$ cat src/hall_regs_pkg.sv
/*
  package of the hall sensor result-register block: register offsets, field
  positions, reset values, timing figures, power modes and carrier structs.
  assumes a 100 MHz reference clock and a register port at printed offsets.
*/
//
// Contract
// - registers always readable; writes need customer access mode enabled
// - power-mode field writable even without customer access mode
// - inactive-period field 6:4 sets duty-cycle inactive count, eight durations
// - readback-repeat field 3:2 selects single read, fast loop or full loop
// - power-mode field 1:0: 0 active, 1 sleep, 2 duty-cycled low power
// - upper word: X, Y, Z upper bytes at 31:24, 23:16, 15:8; temp 5:0
// - upper word bit 7 set on new sample, cleared on upper word read
// - upper word bit 6 set on event; latched until one written if enabled
// - lower word bit 20 high while non-volatile event flag write runs
// - lower word: X, Y, Z lower nibbles at 19:16, 15:12, 11:8; temp 5:0
// - lower word bits 7:6 report hall sensing scheme of current readout
// - axis value is 12-bit two's complement, upper byte then lower nibble
// - host reads both words in one 8-byte read; device keeps one sample (code also queues up to 16 in sample_fifo)
// - temperature is 12-bit code split over both result words
// - temperature valid within 8 ms of power-on, refreshed every 8 ms
// - duty-cycled mode refreshes temperature once per ten cycles
// - sleep keeps bus alive but freezes magnetic and temperature results
// - leaving sleep waits the power-on delay before normal operation
// - duty-cycled mode alternates active measuring and inactive states
// - inactive codes 0..7 mean 0.5,1,5,10,50,100,500,1000 ms
// - with latching set, event status and output stay set after condition
package hall_regs_pkg;

  // ==========================================================================
  // register map
  localparam logic [7:0] ADDR_CTRL  = 8'h27;
  localparam logic [7:0] ADDR_UPPER = 8'h28;
  localparam logic [7:0] ADDR_LOWER = 8'h29;

  // control word fields
  localparam int CTRL_MODE_LSB  = 0;
  localparam int CTRL_LOOP_LSB  = 2;
  localparam int CTRL_IDLE_LSB  = 4;
  localparam logic [6:0] CTRL_RESET = 7'h00;

  // result word fields
  localparam int UP_NEW_BIT   = 7;
  localparam int UP_EVENT_BIT = 6;
  localparam int LO_NVW_BIT   = 20;
  localparam int LO_HALL_LSB  = 6;

  // ==========================================================================
  // timing
  localparam int CLK_MHZ        = 100;
  localparam int TICK_US        = 1;
  localparam int TICK_CYCLES    = TICK_US * CLK_MHZ;
  localparam int TEMP_PERIOD_MS = 8;
  localparam int TEMP_PERIOD_US = TEMP_PERIOD_MS * 1000;
  localparam int POD_US         = 500;
  localparam int NV_WRITE_US    = 100;
  localparam int TEMP_DC_CYCLES = 10;
  localparam int US_W           = 20;

  // inactive durations in microseconds, index = field code
  localparam logic [US_W-1:0] IDLE_US [8] = '{
    20'd500, 20'd1000, 20'd5000, 20'd10000,
    20'd50000, 20'd100000, 20'd500000, 20'd1000000
  };

  // ==========================================================================
  // power modes and sequencer states
  typedef enum logic [1:0] {
    PM_ACTIVE = 2'h0,
    PM_SLEEP  = 2'h1,
    PM_DUTY   = 2'h2,
    PM_RSVD   = 2'h3
  } power_mode_t;

  typedef enum logic [2:0] {
    ST_POD,
    ST_ACTIVE,
    ST_SLEEP,
    ST_DC_MEAS,
    ST_DC_IDLE
  } seq_state_t;

  // ==========================================================================
  // carriers
  typedef struct packed {
    logic [11:0] x;
    logic [11:0] y;
    logic [11:0] z;
    logic [11:0] temp;
    logic [1:0]  hall;
  } sample_t;

  typedef struct packed {
    logic       wr;
    logic       rd;
    logic [7:0] addr;
    logic [31:0] wdata;
  } reg_req_t;

endpackage

$ cat src/hall_result_regs.sv
/*
  hall sensor result registers and power-mode sequencer, plus the sample fifo
  that sits between the measurement front end and the result words.
  assumes a synchronous register port at printed offsets driven by the bus
  front end, and samples and event levels from the measurement core.
*/
`timescale 1ns/100ps

// ============================================================================
// sample fifo
module sample_fifo #(
  parameter int WIDTH = 50,
  parameter int DEPTH = 16
) (
  input  wire logic             i_ref_clk,
  input  wire logic             i_rst_b,
  input  wire logic             i_in_valid,
  input  wire logic [WIDTH-1:0] i_in_data,
  output logic                  o_in_ready,
  output logic                  o_out_valid,
  output logic [WIDTH-1:0]      o_out_data,
  input  wire logic             i_out_ready
);
  import hall_regs_pkg::*;

  localparam int AW = $clog2(DEPTH);

  typedef struct packed {
    logic [AW-1:0] wptr;
    logic [AW-1:0] rptr;
    logic [AW:0]   count;
  } fifo_state_t;

  logic [WIDTH-1:0] mem [DEPTH];
  fifo_state_t      st;
  fifo_state_t      next_st;
  logic             push;
  logic             pop;

  // honest full and empty from the fill count
  assign o_in_ready  = (st.count != (AW+1)'(DEPTH));
  assign o_out_valid = (st.count != '0);
  assign o_out_data  = mem[st.rptr];
  assign push        = i_in_valid && o_in_ready;
  assign pop         = o_out_valid && i_out_ready;

  // pointer and count update
  always_comb begin
    next_st = st;
    if (push) begin
      next_st.wptr = (st.wptr == AW'(DEPTH-1)) ? '0 : st.wptr + 1'b1;
    end
    if (pop) begin
      next_st.rptr = (st.rptr == AW'(DEPTH-1)) ? '0 : st.rptr + 1'b1;
    end
    next_st.count = st.count + (AW+1)'(push) - (AW+1)'(pop);
  end

  // state register
  always_ff @(posedge i_ref_clk or negedge i_rst_b) begin
    if (!i_rst_b) begin
      st <= '0;
    end else begin
      st <= next_st;
    end
  end

  // storage, no reset needed
  always_ff @(posedge i_ref_clk) begin
    if (push) begin
      mem[st.wptr] <= i_in_data;
    end
  end

endmodule // sample_fifo

// ============================================================================
// result registers and power sequencer
module hall_result_regs #(
  parameter int TICK_DIV    = hall_regs_pkg::TICK_CYCLES,
  parameter int POD_TIME    = hall_regs_pkg::POD_US,
  parameter int TEMP_PERIOD = hall_regs_pkg::TEMP_PERIOD_US,
  parameter int NV_TIME     = hall_regs_pkg::NV_WRITE_US,
  parameter int FIFO_DEPTH  = 16
) (
  input  wire logic                     i_ref_clk,
  input  wire logic                     i_rst_b,
  input  wire hall_regs_pkg::reg_req_t  i_req,
  input  wire logic                     i_burst_hold,
  input  wire logic                     i_access_en,
  output logic [31:0]                   o_rdata,
  input  wire logic                     i_smp_valid,
  input  wire hall_regs_pkg::sample_t   i_smp,
  output logic                          o_smp_ready,
  input  wire logic                     i_event_trip,
  input  wire logic                     i_event_latch_en,
  input  wire logic                     i_nv_record_en,
  output logic                          o_event_b,
  output logic                          o_measuring,
  output logic                          o_temp_sample,
  output logic [1:0]                    o_loop_mode,
  output logic                          o_ready
);
  import hall_regs_pkg::*;

  typedef struct packed {
    logic [6:0]      ctrl;
    seq_state_t      seq;
    logic [US_W-1:0] us_cnt;
    logic [15:0]     div_cnt;
    logic [US_W-1:0] temp_cnt;
    logic [3:0]      dc_cycles;
    logic            temp_due;
    logic [US_W-1:0] nv_cnt;
    logic            nv_busy;
    logic            event_flag;
    logic            event_prev;
    logic            new_data;
    sample_t         res;
    logic [31:0]     rdata;
  } core_state_t;

  core_state_t st;
  core_state_t next_st;
  sample_t     fifo_data;
  logic        fifo_valid;
  logic        take;
  logic        tick;
  logic        upd_ok;
  power_mode_t mode;

  sample_fifo #(
    .WIDTH ($bits(sample_t)),
    .DEPTH (FIFO_DEPTH)
  ) u_fifo (
    .i_ref_clk   (i_ref_clk),
    .i_rst_b     (i_rst_b),
    .i_in_valid  (i_smp_valid),
    .i_in_data   (i_smp),
    .o_in_ready  (o_smp_ready),
    .o_out_valid (fifo_valid),
    .o_out_data  (fifo_data),
    .i_out_ready (take)
  );

  // one-cycle microsecond enable from the clock divider
  assign tick = (st.div_cnt == 16'(TICK_DIV - 1));
  assign mode = power_mode_t'(st.ctrl[CTRL_MODE_LSB +: 2]);

  // results move only while measuring and not inside a burst read
  assign upd_ok = (st.seq == ST_ACTIVE) || (st.seq == ST_DC_MEAS);
  assign take   = upd_ok && !i_burst_hold;

  always_comb begin
    next_st        = st;
    o_temp_sample  = 1'b0;

    // divider
    next_st.div_cnt = tick ? '0 : st.div_cnt + 16'h0001;

    // register writes: mode field always unless code 3, the rest needs access mode
    if (i_req.wr && i_req.addr == ADDR_CTRL) begin
      if (i_req.wdata[1:0] != 2'h3) begin
        next_st.ctrl[CTRL_MODE_LSB +: 2] = i_req.wdata[1:0];
      end
      if (i_access_en) begin
        next_st.ctrl[CTRL_LOOP_LSB +: 2] = i_req.wdata[3:2];
        next_st.ctrl[CTRL_IDLE_LSB +: 3] = i_req.wdata[6:4];
      end
    end

    // power sequencer
    unique case (st.seq)
      ST_POD: begin
        if (tick) begin
          next_st.us_cnt = st.us_cnt + 1'b1;
        end
        if (st.us_cnt >= US_W'(POD_TIME)) begin
          next_st.us_cnt   = '0;
          next_st.temp_cnt = '0;
          next_st.temp_due = 1'b1;
          next_st.seq      = (mode == PM_DUTY) ? ST_DC_MEAS : ST_ACTIVE;
          if (mode == PM_SLEEP) begin
            next_st.seq = ST_SLEEP;
          end
        end
      end
      ST_ACTIVE: begin
        if (tick) begin
          next_st.temp_cnt = st.temp_cnt + 1'b1;
        end
        if (st.temp_cnt >= US_W'(TEMP_PERIOD - 1) && tick) begin
          next_st.temp_cnt = '0;
          next_st.temp_due = 1'b1;
        end
        if (mode == PM_SLEEP) begin
          next_st.seq = ST_SLEEP;
        end else if (mode == PM_DUTY) begin
          next_st.seq       = ST_DC_MEAS;
          next_st.dc_cycles = '0;
        end
      end
      ST_SLEEP: begin
        if (mode != PM_SLEEP) begin
          next_st.seq    = ST_POD;
          next_st.us_cnt = '0;
        end
      end
      ST_DC_MEAS: begin
        if (take && fifo_valid) begin
          next_st.seq    = ST_DC_IDLE;
          next_st.us_cnt = '0;
        end
        if (mode == PM_SLEEP) begin
          next_st.seq = ST_SLEEP;
        end else if (mode == PM_ACTIVE) begin
          next_st.seq = ST_ACTIVE;
        end
      end
      ST_DC_IDLE: begin
        if (tick) begin
          next_st.us_cnt = st.us_cnt + 1'b1;
        end
        if (st.us_cnt >= IDLE_US[st.ctrl[CTRL_IDLE_LSB +: 3]]) begin
          next_st.seq    = ST_DC_MEAS;
          next_st.us_cnt = '0;
          if (st.dc_cycles == 4'(TEMP_DC_CYCLES - 1)) begin
            next_st.dc_cycles = '0;
            next_st.temp_due  = 1'b1;
          end else begin
            next_st.dc_cycles = st.dc_cycles + 1'b1;
          end
        end
        if (mode == PM_SLEEP) begin
          next_st.seq = ST_SLEEP;
        end else if (mode == PM_ACTIVE) begin
          next_st.seq = ST_ACTIVE;
        end
      end
    endcase

    // new-data flag: clear on read of the upper word, set wins
    if (i_req.rd && i_req.addr == ADDR_UPPER) begin
      next_st.new_data = 1'b0;
    end

    // sample capture: magnetic always, temperature when due
    if (take && fifo_valid) begin
      next_st.res.x    = fifo_data.x;
      next_st.res.y    = fifo_data.y;
      next_st.res.z    = fifo_data.z;
      next_st.res.hall = fifo_data.hall;
      next_st.new_data = 1'b1;
      if (st.temp_due) begin
        next_st.res.temp = fifo_data.temp;
        next_st.temp_due = 1'b0;
        o_temp_sample    = 1'b1;
      end
    end

    // event flag: latched until written one, else follows the level
    next_st.event_prev = i_event_trip;
    if (i_event_latch_en) begin
      if (i_req.wr && i_req.addr == ADDR_UPPER && i_access_en
          && i_req.wdata[UP_EVENT_BIT]) begin
        next_st.event_flag = 1'b0;
      end
      if (i_event_trip) begin
        next_st.event_flag = 1'b1;
      end
    end else begin
      next_st.event_flag = i_event_trip;
    end

    // non-volatile event record busy window
    if (st.nv_busy) begin
      if (tick) begin
        next_st.nv_cnt = st.nv_cnt + 1'b1;
      end
      if (st.nv_cnt >= US_W'(NV_TIME)) begin
        next_st.nv_busy = 1'b0;
      end
    end else if (i_event_trip && !st.event_prev && i_nv_record_en) begin
      next_st.nv_busy = 1'b1;
      next_st.nv_cnt  = '0;
    end

    // read data, one cycle after the request
    if (i_req.rd) begin
      unique case (i_req.addr)
        ADDR_CTRL: begin
          next_st.rdata = {25'h0000000, st.ctrl};
        end
        ADDR_UPPER: begin
          next_st.rdata = {st.res.x[11:4], st.res.y[11:4], st.res.z[11:4],
                           st.new_data, st.event_flag,
                           st.res.temp[11:6]};
        end
        ADDR_LOWER: begin
          next_st.rdata = {11'h000, st.nv_busy, st.res.x[3:0],
                           st.res.y[3:0], st.res.z[3:0], st.res.hall,
                           st.res.temp[5:0]};
        end
        default: begin
          next_st.rdata = 32'h00000000;
        end
      endcase
    end
  end

  // state register
  always_ff @(posedge i_ref_clk or negedge i_rst_b) begin
    if (!i_rst_b) begin
      st      <= '0;
      st.ctrl <= CTRL_RESET;
      st.seq  <= ST_POD;
    end else begin
      st <= next_st;
    end
  end

  // outputs
  assign o_rdata     = st.rdata;
  assign o_event_b   = !st.event_flag;
  assign o_measuring = upd_ok;
  assign o_loop_mode = st.ctrl[CTRL_LOOP_LSB +: 2];
  assign o_ready     = (st.seq != ST_POD);

endmodule // hall_result_regs

$ cat config.mk
export PLATFORM = sky130hd
export DESIGN_NAME = hall_result_regs
export DESIGN_NICKNAME = d
export VERILOG_FILES = /design/src/hall_regs_pkg.sv /design/src/hall_result_regs.sv
export SDC_FILE = /design/constraint.sdc
export NUM_CORES = 1
export LEC_CHECK = 0
export ABC_AREA = 1
export BUFFER_PORTS_ARGS = -buffer_cell sky130_fd_sc_hd__buf_2
export CORE_MARGIN = 8
export CORE_UTILIZATION = 62
export DETAILED_ROUTE_END_ITERATION = 16
export GPL_TIMING_DRIVEN = 0
export PLACE_DENSITY_LB_ADDON = 0.08
export SYNTH_ARGS = -nofsm -noshare
export SYNTH_HDL_FRONTEND = slang
export SYNTH_SLANG_ARGS = --single-unit
export TNS_END_PERCENT = 1
$ cat constraint.sdc
create_clock -name i_ref_clk -period 5 [get_ports i_ref_clk]
set_clock_uncertainty 0.1 [all_clocks]
set_input_delay 1.25 -clock i_ref_clk [delete_from_list [all_inputs] [get_ports i_ref_clk]]
set_output_delay 1.25 -clock i_ref_clk [all_outputs]
set_load 0.05 [all_outputs]
==> results of run 1 <==
-- Yosys cell counts, types with 2 or more instances --
library cell / n
nand3_1: 197
nor2_4: 4
nand2_2: 6
a22o_1: 2
inv_1: 229
dfrtp_1: 190
o22ai_1: 32
xnor2_1: 2
nor3_1: 22
buf_1: 12
or2_2: 3
o21ai_1: 17
clkbuf_1: 107
nand2_1: 524
xor2_1: 27
nor2_2: 6
a221oi_1: 38
a22oi_1: 26
a31oi_1: 4
a21oi_1: 164
nor4_1: 3
buf_2: 53
o21ai_0: 362
or2_0: 2
nor2_1: 441
and3_1: 2
o2111ai_1: 6
and2_1: 2
buf_6: 4
clkinv_1: 4
a21o_1: 2
buf_4: 47
ha_1: 46
inv_2: 8
o221ai_1: 101
edfxtp_1: 800
o211ai_1: 26
nand4_1: 24
-- worst max path at each step --
stage,end,cells past startpoint,startpoint,slack [ns]
3_3_place_gp,u_fifo.mem[14][25],5,i_smp_valid,-2.03
5_1_grt,o_temp_sample,6,i_burst_hold,0.55
4_1_cts,o_temp_sample,6,i_burst_hold,0.68
3_5_place_dp,u_fifo.st[4],13,i_burst_hold,0.61
2_1_floorplan,u_fifo.mem[11][0],4,i_smp_valid,0.71
6_report,o_temp_sample,6,i_burst_hold,0.65
-- through the flow --
stage          setup slack [ns]  cells  cell area (µm²)  util [%]  setup TNS, ns
3_5_place_dp             0.6141   4578            44050     66.06              0
6_report                 0.6485   4768            47220     70.81              0
4_1_cts                  0.6781   4763            47200     70.79              0
2_1_floorplan            0.7146   3559            41470         -              0
5_1_grt                  0.5495   4766            47210     70.80              0
3_3_place_gp             -2.035   4545            43130     64.68       -1510.57
-- state kept, by name, summed over array words and instances (netlist names) --
| name | flops |
|---|---|
| o_rdata | 32 |
| u_fifo.st | 13 |
| st | 141 |
| mode | 2 |
| o_loop_mode | 2 |
| u_fifo.mem | 800 |
-- worst register-to-register path: stages, from the launching register on --
cell      delay [ns]
dfrtp_1         0.38
inv_1           0.08
ha_1            0.16
nand4_1         0.12
nand2_2         0.31
clkinv_1        0.43
clkbuf_1        0.44
ha_1            0.40
inv_1           0.05
ha_1            0.15
inv_1           0.05
fa_1            0.41
o21ai_0         0.19
a21oi_1         0.10
xor2_1          0.15
-- metal layers --
metal / share of wire, % / GRT usage [%] / vias to the layer above
met3: 11 / 7.299 / 354
met4: 4.5 / 14.54 / 6
met5: 0.038 / 0 / -
li1: - / - / 13190
met1: 37 / 41.54 / 14640
met2: 47 / 50.72 / 1952
-- kinds of logic (layout without fill, tap and decap cells) --
| group | Yosys count | count (layout) |
|---|---|---|
| flops | 990 | 990 |
| buf+inv | 464 | 795 |
| fa+ha+maj | 47 | 47 |
| xor+xnor | 29 | 29 |
| mux | 1 | 1 |
| compound gates | 785 | 785 |
| other cells | 0 | 5 |
| simple gates | 1243 | 1243 |
-- final cells by class --
cell class	instances	area, µm²
Antenna cell	5	12.51
Sequential cell	990	28780
Timing Repair Buffer	146	1364
Fill cell	4598	19470
Clock inverter	49	427.9
Buffer	223	1110
Multi-Input combinational cell	2105	10800
Inverter	241	904.6
Clock buffer	136	2726
Tap cell	873	1092
-- power by group --
group / internal [µW] / leakage, µW / switching, µW / total [µW]
combinational: 2020 / 0.00641 / 5820 / 7840
clock: 4130 / 0.00153 / 3110 / 7240
sequential: 9850 / 0.00965 / 397 / 10200
total: 16000 / 0.0176 / 9330 / 25300
==> run_results.csv, run 1 <==
group,metric,value,unit
timing,setup_violations,0,
grt,grt_pass1_wl,179100,µm
place,dp_hpwl,81860,µm
pwr,ir_drop,0.3623,mV
synthesis,ys_ff_latch,990,
synthesis,ys_seq_area_share,69.39,%
floorplanning,start_util,62.20,%
synthesis,synth_compound_area_share,11.27,%
cts,post_cts_buffers,0,
floorplanning,fp.coreArea,0.06668,mm²
place,gp_congestion,0.8891,
grt,grt-ovfl-total,0,
finish,layout_commonest_cell,"edfxtp_1",
cts,cts_resized,0,
worst_setup_path,r2r-end,"u_fifo.st[4]",
finish,syn2layout_area_growth,13.85,%
worst_setup_path,start_kind,"primary input",
route,drtAntennaViolNets,0,
worst_setup_path,crit_top_cell,"buf_2",
pwr,powerDensity,536.3,mW/mm²
min_path,worst_hold_path.num_cells,1,
worst_setup_path,path_delay_family,"simple AND/OR/NAND/NOR gates",
route,totalWireLength,120900,µm
worst_setup_path,critPathSlowestCell,"nor2_1",
worst_setup_path,critical_path_required,3.65,ns
synthesis,netlist_area,0.04147,mm²
timing,rsz0062_at_grt,"false",
worst_setup_path,reg2reg_slack,1.35,ns
cts,clockRootBuffer,"clkbuf_16",
route,wl_per_cell,25.35,µm
pwr,power,25320,µW
floorplanning,dieArea,0.07542,mm²
flow_run,cap_violations,0,
finish,drive_gt1_share,11.21,%
synthesis,synthCells,3559,
cts,numCtsBuffers,98,
cts,cts_tree,"built",
synthesis,synthDistinctLibCells,52,
route,vias_per_cell,6.321,
timing,hold_slack,0.3775,ns
finish,num-nets-final,3952,
route,dr.pass1.iters,6,
worst_setup_path,worstReg2RegStart,"u_fifo.st[2]",
cts,clkTransAtPathRegs,0.05,ns
timing,worstMarginPinSlew,1.055,ns
grt,antenna_found_initial,7,
synthesis,yosys-top-cells-area,"edfxtp_1, dfrtp_1, nand2_1, o21ai_0, nor2_1",
worst_setup_path,crit_chain,"buf_2 -> nor2_1 -> nand2_2 -> nor2_1 -> buf_2 -> buf_2",
synthesis,avgSynthCellArea,11.65,µm²
cts,clock_latency,0.66,ns
floorplanning,fp-row-count,95,
timing,finalMaxSlewViolations,0,
cts,cts_buffer_depth,3,
grt,grt_max_degree,97,
synthesis,syn_nets,3706,
synthesis,synth_top_family_by_area,"simple AND/OR/NAND/NOR gates",
worst_setup_path,cp_slowest_stage_delay,0.50,ns
worst_setup_path,endpoint_kind,"output pin",
cts,cts_max_level,3,
timing,timing.final.crit_period,4.351,ns
min_path,min_from,"st[131]",
synthesis,synth_xor_area_share,0.6124,%
route,drc_errors,0,
timing,relSlewSlack,29.06,%
min_path,hold_path_end,"st[131]",
floorplanning,die_h,274.6,µm
timing,period_share,87.03,%
synthesis,synth_warnings,0,
status,status,"finished clean",
synthesis,netlist.area_leader.share,57.92,%
floorplanning,io_pins,139,
synthesis,postSynth.asyncResetShare,19.19,%
floorplanning,dieWidth,274.6,µm
worst_setup_path,reg2regPathDepth,14,
synthesis,synth-simple-area-share,12.40,%
synthesis,yosys.area_share.adder,1.436,%
place,port-buffer-count,113,
route,via_count,30140,
timing,fmax,229.8,MHz
route,drt_iter0_drc,4166,
pwr,p_leak,0.01760,µW
finish,layout_common_cells,"edfxtp_1, nand2_1, nor2_1",
cts,clkSinkCount,990,
grt,first_global_vias,29590,
cts,cts_hold_buf,0,
min_path,hold_class,"reg -> reg",
worst_setup_path,cp.arrival,3.00,ns
timing,finalHoldViolCount,0,
synthesis,synth_edf_count,800,
worst_setup_path,path_buf_inv,3,
grt,gr-usage-all-layers,31.75,%
synthesis,yosys_most_used_dff,"edfxtp_1",
synthesis,yosys.area.top_type,"edfxtp_1",
synthesis,synth_mux_area_share,0.03620,%
worst_setup_path,worstPathMaxFanout,10,
worst_setup_path,crit_type,"in -> out",
Power figures use the tool's default switching activity.
==> run 2, diff against run 1 <==
- CORE_UTILIZATION: 62 -> 45
==> run 2 against run 1 <==
Compared with the run above: combinational power up 2%; routed wire length grew 7.4%; global-route usage down 6.9 points; worst hold slack better by 0.0050 ns.
==> run_results.csv, run 2 (synthesized netlist as in run 1, its figures left out) <==
group,metric,value,unit
worst_setup_path,crit_type,"in -> out",
cts,clock_latency,0.69,ns
cts,numCtsBuffers,105,
grt,gr-usage-all-layers,24.82,%
finish,drive_gt1_share,11.62,%
finish,final_cells,5094,
timing,setup_violations,0,
timing,worstMarginPinSlew,1.069,ns
cts,cts_max_level,3,
pwr,ir_drop,0.4287,mV
worst_setup_path,worstPathMaxFanout,10,
route,via_count,29210,
status,status,"finished clean",
cts,clkSinkCount,990,
worst_setup_path,crit_top_cell,"buf_2",
finish,num-nets-final,3961,
finish,syn2layout_area_growth,15.36,%
route,drtAntennaViolNets,0,
timing,finalHoldViolCount,0,
grt,grt_max_degree,97,
place,post_dp_cell_area,0.04441,mm²
pwr,p_leak,0.01773,µW
pwr,swShare,37.15,%
worst_setup_path,reg2reg_slack,1.09,ns
timing,relSlewSlack,28.71,%
timing,fmax,234.5,MHz
cts,cts_tree,"built",
route,vias_per_cell,5.734,
route,wl_per_cell,25.49,µm
pwr,internal_power,16350,µW
floorplanning,fp-row-count,111,
worst_setup_path,crit_chain,"buf_2 -> nor2_1 -> nand2_2 -> nor2_1 -> buf_2 -> buf_2",
floorplanning,io_pins,139,
flow_run,cap_violations,0,
finish,final_util,52.28,%
finish,top_register,"u_fifo.mem",
timing,finalWorstSetupSlack,0.7362,ns
floorplanning,dieArea,0.1021,mm²
place,dpl.cell_count,4893,
worst_setup_path,critical_path_required,3.65,ns
timing,hold_slack,0.3824,ns
finish,layout_commonest_cell,"edfxtp_1",
pwr,netSwitchingPower,9664,µW
place,gp_congestion,0.8600,
worst_setup_path,cp_slowest_stage_delay,0.50,ns
cts,clockRootBuffer,"clkbuf_16",
route,drt_iter0_drc,3222,
pwr,powerDensity,543.8,mW/mm²
worst_setup_path,critPathSlowestCell,"nor2_1",
timing,rsz0062_at_grt,"false",
cts,clkTransAtPathRegs,0.06,ns
worst_setup_path,path_buf_inv,3,
finish,largest_reg_flops,800,
place,detailedPlace.worstSlack,0.5273,ns
worst_setup_path,cp.arrival,2.91,ns
finish,fin_area,0.04784,mm²
floorplanning,dieWidth,319.6,µm
finish,fillCellCount,8024,
route,drc_errors,0,
grt,grt-ovfl-total,0,
timing,timing.final.crit_period,4.264,ns
finish,layout_common_cells,"edfxtp_1, nand2_1, nor2_1",
floorplanning,die_h,319.6,µm
place,port-buffer-count,113,
floorplanning,start_util,45.31,%
route,dr.pass1.iters,6,
worst_setup_path,endpoint_kind,"output pin",
pwr,seqPwrFrac,39.4,%
timing,finalMaxSlewViolations,0,
cts,cts_buffer_depth,3,
cts,cts_resized,0,
pwr,clockPowerShare,29.9,%
grt,first_global_vias,28010,
pwr,p_comb_share,30.7,%
cts,post_cts_buffers,0,
min_path,hold_class,"reg -> reg",
grt,grt_pass1_wl,189200,µm
grt,antenna_found_initial,9,
cts,cts_hold_buf,0,
timing,period_share,85.28,%
worst_setup_path,start_kind,"primary input",
place,dp_hpwl,87130,µm
worst_setup_path,path_delay_family,"simple AND/OR/NAND/NOR gates",
floorplanning,fp.coreArea,0.09152,mm²
route,totalWireLength,129800,µm
[run 2: cell types whose count changed in the layout (fill, tap and decap cells not counted), sizes merged]
cell and delta:
clkinv +4, diode -3, inv -1, bufinv +2, clkinvlp -2, buf +2
clkbuf +11
[run 2: area by class of cell]
| class | count | area [µm²] | area share [%] |
|---|---|---|---|
| Antenna cell | 2 | 5.005 | 0.01046 |
| Buffer | 223 | 1110 | 2.320 |
| Clock buffer | 147 | 2928 | 6.119 |
| Clock inverter | 52 | 498.0 | 1.041 |
| Inverter | 241 | 904.6 | 1.891 |
| Multi-Input combinational cell | 2105 | 10800 | 22.58 |
| Sequential cell | 990 | 28780 | 60.15 |
| Tap cell | 1186 | 1484 | 3.102 |
| Timing Repair Buffer | 148 | 1336 | 2.793 |
[run 2: per-layer routing]
| layer | part of all wire, % | track usage (%) |
|---|---|---|
| met2 | 46 | 39.51 |
| met1 | 43 | 34.88 |
| met4 | 3.3 | 8.067 |
| met3 | 7.6 | 3.991 |
| met5 | 0.032 | 0 |
[run 2: final timing paths]
| kind | endpoint | cells past startpoint | start |
|---|---|---|---|
| max | o_temp_sample | 6 | i_burst_hold |
| min | o_rdata[9] | 2 | o_rdata[9] |
| max reg2reg | u_fifo.st[4] | 14 | u_fifo.st[2] |
| min reg2reg | o_rdata[9] | 2 | o_rdata[9] |
| max in group asynchronous | st[66] | 3 | i_rst_b |
| min in group asynchronous | st[162] | 2 | i_rst_b |
[run 2: stage by stage]
stage               setup TNS (ns)  total power, µW
finish                           0            26020
global route                     0            26990
global placement          -1917.03            18080
floorplan                        0            14560
detailed placement               0            18250
CTS                              0            25990
[run 2: power by group through the flow]
stage / combinational [µW] / sequential, µW / clock (µW)
detailed placement: 7850 / 10400 / 0
floorplan: 4310 / 10300 / 0
finish: 7980 / 10300 / 7780
global route: 8500 / 10300 / 8180
CTS: 7880 / 10200 / 7880
global placement: 7560 / 10500 / 0
[run 2: worst register-to-register path: cells and delay by family, from the launching register on]
family / cells / cell delay (ns)
DFF: 1 / 0.37
buffers and inverters: 5 / 1.10
AOI/OAI and AO/OA: 2 / 0.30
xor gates and xnor gates: 1 / 0.15
and+or+nand+nor: 2 / 0.58
adders and majority gates: 4 / 1.19
